`src/shared/eeo_pkg.sv`:
```
// package: shared constants and carriers for the encoder emulation output
package eeo_pkg;
	localparam int ANGLE_W = 24;
	localparam int TURNS_W = 12;
	localparam int ANGLE_SER_W = 16;
	localparam int WORD_W = TURNS_W + ANGLE_SER_W;
	localparam int QCNT_W = 21;
	localparam int CLOCK_NS = 50;
	localparam logic [1:0] SEL_OFF = 2'h0;
	localparam logic [1:0] SEL_QUAD = 2'h1;
	localparam logic [1:0] SEL_SERIAL = 2'h2;
	localparam logic [1:0] SEL_INTERP = 2'h3;
	localparam logic [4:0] LINES_MIN_LOG2 = 5'h08;
	localparam logic [4:0] LINES_MAX_RES_LOG2 = 5'h0C;
	localparam logic [4:0] LINES_MAX_ENC_LOG2 = 5'h13;
	localparam logic [2:0] INTERP_MIN_LOG2 = 3'h2;
	localparam logic [2:0] INTERP_MAX_LOG2 = 3'h7;
	localparam logic [QCNT_W-1:0] ZERO_PHASE = 21'h000002;
	localparam int IDLE_SHORT_NS = 1300;
	localparam int IDLE_LONG_NS = 10000;
	localparam int IDLE_SHORT_CYC = (IDLE_SHORT_NS + CLOCK_NS - 1) / CLOCK_NS;
	localparam int IDLE_LONG_CYC = (IDLE_LONG_NS + CLOCK_NS - 1) / CLOCK_NS;
	localparam logic [4:0] BITS_RESET = 5'h00;
	localparam logic [7:0] IDLE_RESET = 8'h00;

	typedef struct packed {
		logic [TURNS_W-1:0] turns;
		logic [ANGLE_W-1:0] angle;
	} eeo_pos_t;

	typedef struct packed {
		logic [1:0] encoder_output_select;
		logic feedback_is_resolver;
		logic [4:0] lines_log2;
		logic [4:0] sine_lines_log2;
		logic [2:0] interp_log2;
		logic [ANGLE_W-1:0] zero_pulse_offset;
		logic serial_code_select;
		logic serial_idle_time_select;
	} eeo_cfg_t;

	typedef enum logic [1:0] {
		SER_IDLE = 2'b00,
		SER_SHIFT = 2'b01,
		SER_HOLD = 2'b10
	} eeo_ser_t;
endpackage

```
`src/hw/eeo_top.sv`:
```
// module: encoder emulation, quadrature and synchronous serial absolute output
//
// How it works
// - quadrature mode drives A and B a quarter period apart, plus zero pulse
// - edges follow the internal shaft position continuously, one step per clock
// - lines per revolution 2^8..2^12 with resolver, 2^8..2^19 with encoder
// - output select code 1 chooses plain quadrature emulation
// - code 1 gives one zero pulse per revolution, only while A and B are both high
// - code 3 gives 2^2..2^7 lines per sine period, zero track passed through
// - code 1 zero pulse angle within a turn set by zero_pulse_offset; code 3 takes it from the zero track
// - clockwise rotation makes the emulated count rise in both modes
// - serial mode sends a 28-bit position word per read cycle
// - 12-bit turn count MSB first, then 16-bit angle MSB first
// - serial_code_select picks Gray or binary word coding
// - idle timeout selectable 1.3 us or 10 us; reader matches its clock
`timescale 1ns/100ps
module eeo_top
	import eeo_pkg::*;
(
	input wire logic clock,
	input wire logic sys_rst,
	input wire eeo_pkg::eeo_pos_t shaft_pos,
	input wire eeo_pkg::eeo_cfg_t cfg,
	input wire logic zero_track_in,
	input wire logic serial_clk,
	output logic quad_a,
	output logic quad_b,
	output logic quad_zero,
	output logic serial_data,
	output logic serial_busy
);
	// quadrature state
	logic [QCNT_W-1:0] qcnt, next_qcnt;
	logic next_quad_a, next_quad_b, next_quad_zero;
	logic zsync1, zsync2;
	logic [QCNT_W-1:0] target, diff, mod_mask;
	logic [4:0] lines_eff, total_log2;
	logic [2:0] interp_eff;
	logic [ANGLE_W-1:0] angle_off;
	logic quad_on, interp_on, quad_live;

	always_comb begin
		quad_on = cfg.encoder_output_select == SEL_QUAD;
		interp_on = cfg.encoder_output_select == SEL_INTERP;
		quad_live = quad_on || interp_on;
		lines_eff = cfg.lines_log2;
		if (lines_eff < LINES_MIN_LOG2) begin
			lines_eff = LINES_MIN_LOG2;
		end
		if (cfg.feedback_is_resolver && lines_eff > LINES_MAX_RES_LOG2) begin
			lines_eff = LINES_MAX_RES_LOG2;
		end else if (lines_eff > LINES_MAX_ENC_LOG2) begin
			lines_eff = LINES_MAX_ENC_LOG2;
		end
		interp_eff = cfg.interp_log2;
		if (interp_eff < INTERP_MIN_LOG2) begin
			interp_eff = INTERP_MIN_LOG2;
		end else if (interp_eff > INTERP_MAX_LOG2) begin
			interp_eff = INTERP_MAX_LOG2;
		end
		// the sum is clamped so the count never outgrows the counter
		total_log2 = interp_on ? 5'(cfg.sine_lines_log2 + 5'(interp_eff)) : lines_eff;
		if (total_log2 > LINES_MAX_ENC_LOG2) begin
			total_log2 = LINES_MAX_ENC_LOG2;
		end
		angle_off = shaft_pos.angle - cfg.zero_pulse_offset;
		target = QCNT_W'(angle_off >> (5'(ANGLE_W) - total_log2 - 5'h02));
		// the count wraps with the revolution, so a pass through zero takes the short way
		mod_mask = QCNT_W'((22'h000001 << (total_log2 + 5'h02)) - 22'h000001);
		diff = (target - qcnt) & mod_mask;
		next_qcnt = qcnt;
		if (diff != '0) begin
			// one step per clock keeps every edge a clean gray step
			next_qcnt = (diff[total_log2 + 5'h01] ? qcnt - 1'b1 : qcnt + 1'b1) & mod_mask;
		end
		next_quad_a = 1'b0;
		next_quad_b = 1'b0;
		next_quad_zero = 1'b0;
		if (quad_on || interp_on) begin
			next_quad_a = next_qcnt[1] ^ next_qcnt[0];
			next_quad_b = next_qcnt[1];
			next_quad_zero = interp_on ? zsync2 : (next_qcnt == ZERO_PHASE);
		end
	end

	always_ff @(posedge clock) begin
		if (sys_rst) begin
			qcnt <= '0;
			quad_a <= 1'b0;
			quad_b <= 1'b0;
			quad_zero <= 1'b0;
			zsync1 <= 1'b0;
			zsync2 <= 1'b0;
		end else begin
			qcnt <= next_qcnt;
			quad_a <= next_quad_a;
			quad_b <= next_quad_b;
			quad_zero <= next_quad_zero;
			zsync1 <= zero_track_in;
			zsync2 <= zsync1;
		end
	end

	// serial state
	eeo_ser_t ser, next_ser;
	logic sc1, sc2, sc3;
	logic [WORD_W-1:0] word, shreg, next_shreg;
	logic [4:0] bits, next_bits;
	logic [7:0] idle, next_idle, idle_lim;
	logic next_serial_data;
	logic sc_fall, sc_rise, ser_on;

	always_comb begin
		ser_on = cfg.encoder_output_select == SEL_SERIAL;
		sc_fall = sc3 && !sc2;
		sc_rise = !sc3 && sc2;
		word = {shaft_pos.turns, shaft_pos.angle[ANGLE_W-1 -: ANGLE_SER_W]};
		if (cfg.serial_code_select) begin
			word = word ^ (word >> 1);
		end
		idle_lim = cfg.serial_idle_time_select ? 8'(IDLE_LONG_CYC) : 8'(IDLE_SHORT_CYC);
		next_ser = ser;
		next_shreg = shreg;
		next_bits = bits;
		next_idle = (sc_fall || sc_rise) ? IDLE_RESET : idle + 8'h01;
		next_serial_data = serial_data;
		case (ser)
			SER_IDLE: begin
				next_idle = IDLE_RESET;
				next_serial_data = 1'b1;
				if (ser_on && sc_fall) begin
					next_shreg = word;
					next_bits = BITS_RESET;
					next_serial_data = 1'b0;
					next_ser = SER_SHIFT;
				end
			end
			SER_SHIFT: begin
				if (sc_rise) begin
					next_serial_data = shreg[WORD_W-1];
					next_shreg = {shreg[WORD_W-2:0], 1'b0};
					next_bits = bits + 5'h01;
					if (bits == 5'(WORD_W - 1)) begin
						next_ser = SER_HOLD;
					end
				end else if (idle >= idle_lim) begin
					next_ser = SER_IDLE;
				end
			end
			SER_HOLD: begin
				// extra rising edges read zero until the line rests
				if (sc_rise) begin
					next_serial_data = 1'b0;
				end
				if (idle >= idle_lim) begin
					next_serial_data = 1'b1;
					next_ser = SER_IDLE;
				end
			end
			default: begin
				next_ser = SER_IDLE;
			end
		endcase
	end

	always_ff @(posedge clock) begin
		if (sys_rst) begin
			ser <= SER_IDLE;
			shreg <= '0;
			bits <= BITS_RESET;
			idle <= IDLE_RESET;
			serial_data <= 1'b1;
			sc1 <= 1'b1;
			sc2 <= 1'b1;
			sc3 <= 1'b1;
		end else begin
			ser <= next_ser;
			shreg <= next_shreg;
			bits <= next_bits;
			idle <= next_idle;
			serial_data <= next_serial_data;
			sc1 <= serial_clk;
			sc2 <= sc1;
			sc3 <= sc2;
		end
	end

	assign serial_busy = ser != SER_IDLE;
endmodule

```
`config.mk`:
```
export PLATFORM = sky130hd
export DESIGN_NAME = eeo_top
export DESIGN_NICKNAME = d
export VERILOG_FILES = /design/src/shared/eeo_pkg.sv /design/src/hw/eeo_top.sv
export SDC_FILE = /design/constraint.sdc
export NUM_CORES = 1
export LEC_CHECK = 0
export BUFFER_PORTS_ARGS = -buffer_cell sky130_fd_sc_hd__buf_2
export CAP_MARGIN = 40
export CORE_MARGIN = 5
export CORE_UTILIZATION = 49
export DETAILED_ROUTE_END_ITERATION = 7
export PLACE_DENSITY = 0.68
export SETUP_SLACK_MARGIN = 0.5
export SYNTH_ARGS = -nofsm -noshare
export SYNTH_HDL_FRONTEND = slang
export SYNTH_SLANG_ARGS = --single-unit
```
`constraint.sdc`:
```
create_clock -name clock -period 13.9 [get_ports clock]
set_input_delay 0 -clock clock [delete_from_list [all_inputs] [get_ports clock]]
set_output_delay 0 -clock clock [all_outputs]
set_load 0.01 [all_outputs]
```
# After elaboration in Yosys (flattened, before gate mapping)
# Cells that the tools add are included.
# totals
elab_cells	100
output_inout_bits	5
input_bits	82
reg_bits	73
# op_classes
eq_ne	11
shift	2
n_reduce_logical	18
bitwise_logic	5
addsub	12
order_cmp	8
muxes	30
# op_table
cell	n
2-to-1 mux 28 bit	3
case mux 28 bit (2 select lines)	1
AND 21 bit	2
2-to-1 mux 21 bit	2
subtractor 21 x 1 -> 21 bit (second input constant)	2
2-to-1 mux 5 bit	7
XOR 28 x 27 -> 28 bit	1
right shift 24 x 5 -> 21 bit	1
subtractor 24 bit	1
adder 21 x 1 -> 21 bit (second input constant)	1
== test 21 x 2 -> 1 bit (second input constant)	1
nonzero test 21 bit	1
<< shifter 1 x 5 -> 21 bit (first input constant)	1
subtractor 21 bit	1
adder 5 x 1 -> 5 bit (second input constant)	2
greater-than comparator 5 bit (second input constant)	2
case mux 5 bit (2 select lines)	1
adder 8 x 1 -> 8 bit (second input constant)	1
>= comparator 8 bit	1
2-to-1 mux 2 bit	4
2-to-1 mux 8 bit	1
== test 2 bit (second input constant)	3
less-than comparator 5 x 6 -> 1 bit (second input constant)	1
2-to-1 mux 1 bit	6
other kinds (28)	39

# Longest topological paths before layout
# depth
depth_word	20
depth_mapped	47
mapped_depth_nobuf	44

# Least setup slack after synthesis
# No wires, ideal clock.
# synth_path
path_kind	in2reg
from	input port cfg[28] in the netlist's numbering
to	register quad_zero
path_slack_ps	3298
setup_ps	59
t_arrival_ps	10543
path_buffers	5
path_stages	43
t_required_ps	13841
path_cell_list	o21a_1 ha_1 fa_1 xor2_1 a2111oi_0 a211o_1 o21ai_4 clkbuf_1 clkbuf_1 ha_1 clkbuf_1 clkbuf_1 clkbuf_1 a21oi_1 mux2_2 a22oi_1 ha_1 inv_1 (+7 left out) a2111oi_0 o211ai_1 a21oi_2 nor2_1 nor2b_1 ha_1 nor2b_1 o31a_1 o21ai_0 a21oi_1 nor2_1 xor2_1 a21oi_1 or4b_2 nor4_1 nand4b_1 mux2i_1 a31o_1
# synth_via
elab_chain_cells	19
word_cells_on_any_way	25
classes_between	7 x add/sub; 3 x order compare; 1 x eq/ne; 2 x shift; 9 x mux; 2 x bitwise; 1 x reduce/logical
# synth_lines
item	line	source
start: declaration	eeo_top.sv:23	input wire eeo_pkg::eeo_cfg_t cfg,
greater-than comparator 3 bit	eeo_top.sv:58	end else if (interp_eff > INTERP_MAX_LOG2) begin
2-to-1 mux 3 bit	eeo_top.sv:58	
2-to-1 mux 3 bit *	eeo_top.sv:56	if (interp_eff < INTERP_MIN_LOG2) begin
adder 5 x 3 -> 5 bit *	eeo_top.sv:62	total_log2 = interp_on ? 5'(cfg.sine_lines_log2 + 5'(interp_eff)) : lines_eff;
2-to-1 mux 5 bit *	eeo_top.sv:62	
greater-than comparator 5 bit	eeo_top.sv:63	if (total_log2 > LINES_MAX_ENC_LOG2) begin
2-to-1 mux 5 bit *	eeo_top.sv:63	
subtractor 5 bit	eeo_top.sv:67	target = QCNT_W'(angle_off >> (5'(ANGLE_W) - total_log2 - 5'h02));
(+3 left out)	n/a	
AND 21 bit	eeo_top.sv:70	diff = (target - qcnt) & mod_mask;
binary-select mux 1 bit (select 5 bit)	eeo_top.sv:74	next_qcnt = (diff[total_log2 + 5'h01] ? qcnt - 1'b1 : qcnt + 1'b1) & mod_mask;
2-to-1 mux 1 bit (not written as such)	eeo_top.sv:74	
2-to-1 mux 21 bit	eeo_top.sv:74	
AND 21 bit	eeo_top.sv:74	
2-to-1 mux 21 bit *	eeo_top.sv:72	if (diff != '0) begin
== test 21 x 2 -> 1 bit *	eeo_top.sv:82	next_quad_zero = interp_on ? zsync2 : (next_qcnt == ZERO_PHASE);
2-to-1 mux 1 bit *	eeo_top.sv:82	
end signal: assignment	eeo_top.sv:98	quad_zero <= next_quad_zero;
end: declaration	eeo_top.sv:28	output logic quad_zero,
# Every way passes the cells marked *; elsewhere a longest branch is shown, timed or not. The select of a mux whose other input is x is not followed.
# A chain may end at the register's enable or synchronous reset.

# Worst setup path in the final report
# Same ends and word-level chain as after synthesis.

==> results by group <==
Critical path
  – Register-to-register path setup slack: about 6300 ps
  – Worst flop-to-flop path endpoint: quad_zero
  – Launching point of the worst reg2reg path: qcnt[0]
  – Number of cell instances on the worst register-to-register path: 29
  – Sort of element at the end of the critical path: register
  – Highest cell delay on the worst timing path: roughly 730 ps
  – Kind of start point of the critical path: input pin
  – Critical path class: input pin to register
  – Critical path arrival: between 10000 and 15000 ps
  – WP data required: 14180 ps
  – Cell type of the slowest stage on the worst timing path: a2111oi_0
  – Max FO, Critical Path: 36
  – Start point of the critical path: cfg[28]

Logic synthesis
  – Top_reg_cell synth: dfxtp_1
  – Async set or reset register ratio after synthesis: 0
  – Post-synthesis cell count: approximately 1400
  – Distinct cell type count of the synthesized netlist: a little under 90
  – Synthesis Warnings: 0
  – Synth area leaders: dfxtp_1 (15%), ha_1 (11%), nor2_1 (7.4%), a21oi_1 (7.1%), xor2_1 (5.2%)
  – Number of enable-type register cells in the synthesized netlist: 0
  – Synthesized flop and latch total: 73
  – Top cell type by total area after synthesis: dfxtp_1
  – Part of the Yosys area used for sequential elements: 0.150
  – Synth Area per Inst: a little over 7 µm²
  – Synthesized cell area: approximately 9700 µm²
  – Net count of the mapped netlist: ~1600
  – Fraction of post-synthesis cell area in the top cell type by area: 0.150

Hold path
  – Min-delay src: shaft_pos[35]
  – Destination of the worst hold path: shreg[27]
  – Depth of the worst hold-timing path: 5
  – Type of the worst min-delay path: input pin to register

Floorplanning
  – Area inside the core boundary: 19500 µm²
  – Area of the die: 22800 µm²
  – IO Count: slightly below 90
  – Rows: 51
  – Initial core utilization: 0.499
  – X dimension of the die: 151 µm
  – Die height: 151 µm

Run
  – Count of maximum capacitance violations: 0

STA
  – Post-route fraction of the period consumed by the critical path: 0.818
  – Smallest hold slack: 60.7 ps
  – Unrepaired setup endpoints after global routing: false
  – Timing-limited maximum frequency: 0.0879 GHz
  – Number of max-slew violations in the final report: 0
  – Least-Margin Pin Slew: between 900 and 1000 ps
  – Worst slew margin relative to its limit: 0.365
  – Final min period: between 10000 and 15000 ps
  – Final TNS setup: 0 ps
  – Final count of hold timing violations: 0
  – Worst clock skew: 8.74 ps
  – Number of setup violations in the final report: 0

Routing
  – Number of DRC markers after the initial detailed-route iteration: around 760
  – Vias/cell: ~5.9
  – Post-detailed-route DRC marker count: 0
  – Via count: between 10000 and 15000
  – Total Routed Length: 28300 µm
  – Number of detailed-route iterations in the first pass: 5
  – Average wire per standard cell: around 17 µm
  – Post-route ant nets: 0

Finish
  – Filler-free cell count of the finished design: about 1700
  – Final net count: roughly 1600
  – Area grow syn2layout: 9.87%
  – Antenna diode count: 0
  – Share of the core filled with cells: 0.549
  – Fraction of final layout cells sized beyond drive strength 1: 0.108

Placement
  – Total placed cells including tap cells: ~1700
  – Weighted congestion at the end of routability-driven global placement: 0.955
  – Hpwl dp: roughly 22000 µm
  – Count of input and output buffers: between 80 and 90

Global route
  – First-pass GRT wire length: 46300 µm
  – Total global routing track utilization: 0.247
  – Vias in the first global route: between 9000 and 10000
  – Initial antenna violation count: 0
  – Total gr overflow: 0
  – Largest net degree at the start of global routing: 63

Power
  – Post-layout power: about 2.1 mW
  – Max IR drop VDD: slightly above 0.00009 V
  – Clock group share of total power: 0.119
  – Power density over the cells: a little under 200 nW/µm²
  – Internal power summed over all cells: 1.05 mW
  – Switching share of power: 0.504
  – Share of power burned in combinational logic: 0.748
  – Psw: around 1.1 mW
  – Leakage power summed over all cells: roughly 4.6 nW
  – Power share of the sequential group: 0.132

Clocking
  – Clk sinks: 73
  – Post-CTS setup repair buffer count: 0
  – Clock edge transition at the registers on the reported setup and hold paths: 60 ps
  – Root Buffer: clkbuf_16
  – Latest clock arrival within the worst-skew pair: between 300 and 400 ps
  – Post-cts resize count: 0
  – H-Tree Level Count: 3
  – CTS Buf Count: 9
  – CTS tree: done
  – Maximum buffer depth of the clock tree: 2

Run status
  – Result of the run: complete, no violations
[final cells by class]
cell class | count | area (µm²)
clock buffers | 10 | 229
multi-input cells | 1165 | 7740
fillers | 1984 | 8820
well taps | 265 | 332
flip-flops and latches | 73 | 1460
repair buffers | 101 | 556
inverters | 81 | 304
clock inverters | 6 | 90.1
[critical path, delay by kind of cell]
family / cells / cell delay [ps]
compound gates: 18 / 4730
simple gates: 11 / 2390
fa+ha+maj: 6 / 2280
buf+inv: 7 / 1610
xor+xnor: 2 / 350
mux: 2 / 230
[cell families (layout without fill, tap and decap cells)]
| kind of cell | after synthesis | in the layout | synth area share |
|---|---|---|---|
| simple gates | 524 | 524 | 0.261 |
| compound gates | 411 | 411 | 0.278 |
| buf+inv | 144 | 198 | 0.0567 |
| fa+ha+maj | 91 | 91 | 0.120 |
| xor+xnor | 87 | 87 | 0.0782 |
| flops | 73 | 73 | 0.150 |
| mux | 52 | 52 | 0.0558 |
[layout by cell type, fill, tap and decap left out, types with 8 or more instances in the layout]
cell type,synthesis,final
mux2i_1,42,42
a211oi_1,24,24
or3_1,11,11
nor4_1,10,10
mux2_2,9,9
and2_1,19,19
o21ai_0,62,62
o31ai_1,14,14
nand3b_1,10,10
ha_1,87,86
nand4_1,11,11
dfxtp_1,73,73
or2_2,12,12
nand2b_1,14,13
xnor2_1,29,29
buf_4,2,10
nor2_1,193,193
nor2b_1,17,17
o211ai_1,18,18
a31oi_1,17,17
inv_1,79,79
o21a_1,21,21
nand2_1,100,100
nor3_1,42,42
clkbuf_16,0,9
a21oi_1,139,139
xor2_1,58,58
and3_1,22,22
buf_2,4,88
nand3_1,33,33
a21o_1,17,17
nand4b_1,8,8
o21bai_1,8,8
[what timing repair did]
action | CTS | global route
endpoints found under the setup margin | 0 | 0
hold endpoints to repair | 2 | 0
hold buffers | 2 | 0
[layer usage]
layer	up-vias	GRT usage	share of wire	routed length (µm)
li1	5106	-	-	-
met1	4633	0.333	0.45	12800
met2	250	0.402	0.46	12900
met3	51	0.0377	0.061	1730
met4	0	0.0888	0.032	892
met5	-	0	0	0
[worst max path at each step]
stage	to	slack, ps	depth (start not counted)
global route	quad_zero	1330	46
detailed placement	quad_zero	2380	45
CTS	quad_zero	2670	46
finish	quad_zero	2530	46
floorplan	quad_zero	3300	43
global placement	quad_zero	2780	45
[cells in the mapped netlist, drive strengths merged, types with 17 or more instances]
library cell  number
nor2             193
a21oi            141
nand2            100
ha                87
inv               80
dfxtp             73
o21ai             63
xor2              58
clkbuf            54
nor3              43
mux2i             42
nand3             33
xnor2             29
a211oi            24
and3              22
o21a              21
and2              19
o211ai            18
a21o              17
a31oi             17
nor2b             17
[through the flow]
step / instance area, µm² / worst slack [ps]
after floorplan: 9750 / 3300
after global placement: 10300 / 2780
after detailed placement: 10400 / 2380
after CTS: 10700 / 2670
after global routing: 10700 / 1330
final: 10700 / 2530
[power groups by stage]
stage / sequential (mW) / clock [mW] / combinational (mW)
floorplan: 0.271 / 0 / 1.20
global placement: 0.281 / 0 / 1.52
detailed placement: 0.281 / 0 / 1.54
CTS: 0.277 / 0.256 / 1.56
global route: 0.282 / 0.267 / 1.76
finish: 0.279 / 0.251 / 1.58
[registers in the layout (all words and copies together) (netlist names)]
name         count
shreg           28
qcnt            21
idle             8
bits             5
ser              2
quad_a           1
quad_b           1
quad_zero        1
sc1              1
sc2              1
sc3              1
serial_data      1
zsync1           1
zsync2           1
No activity file was read; power rests on OpenSTA's default activity.
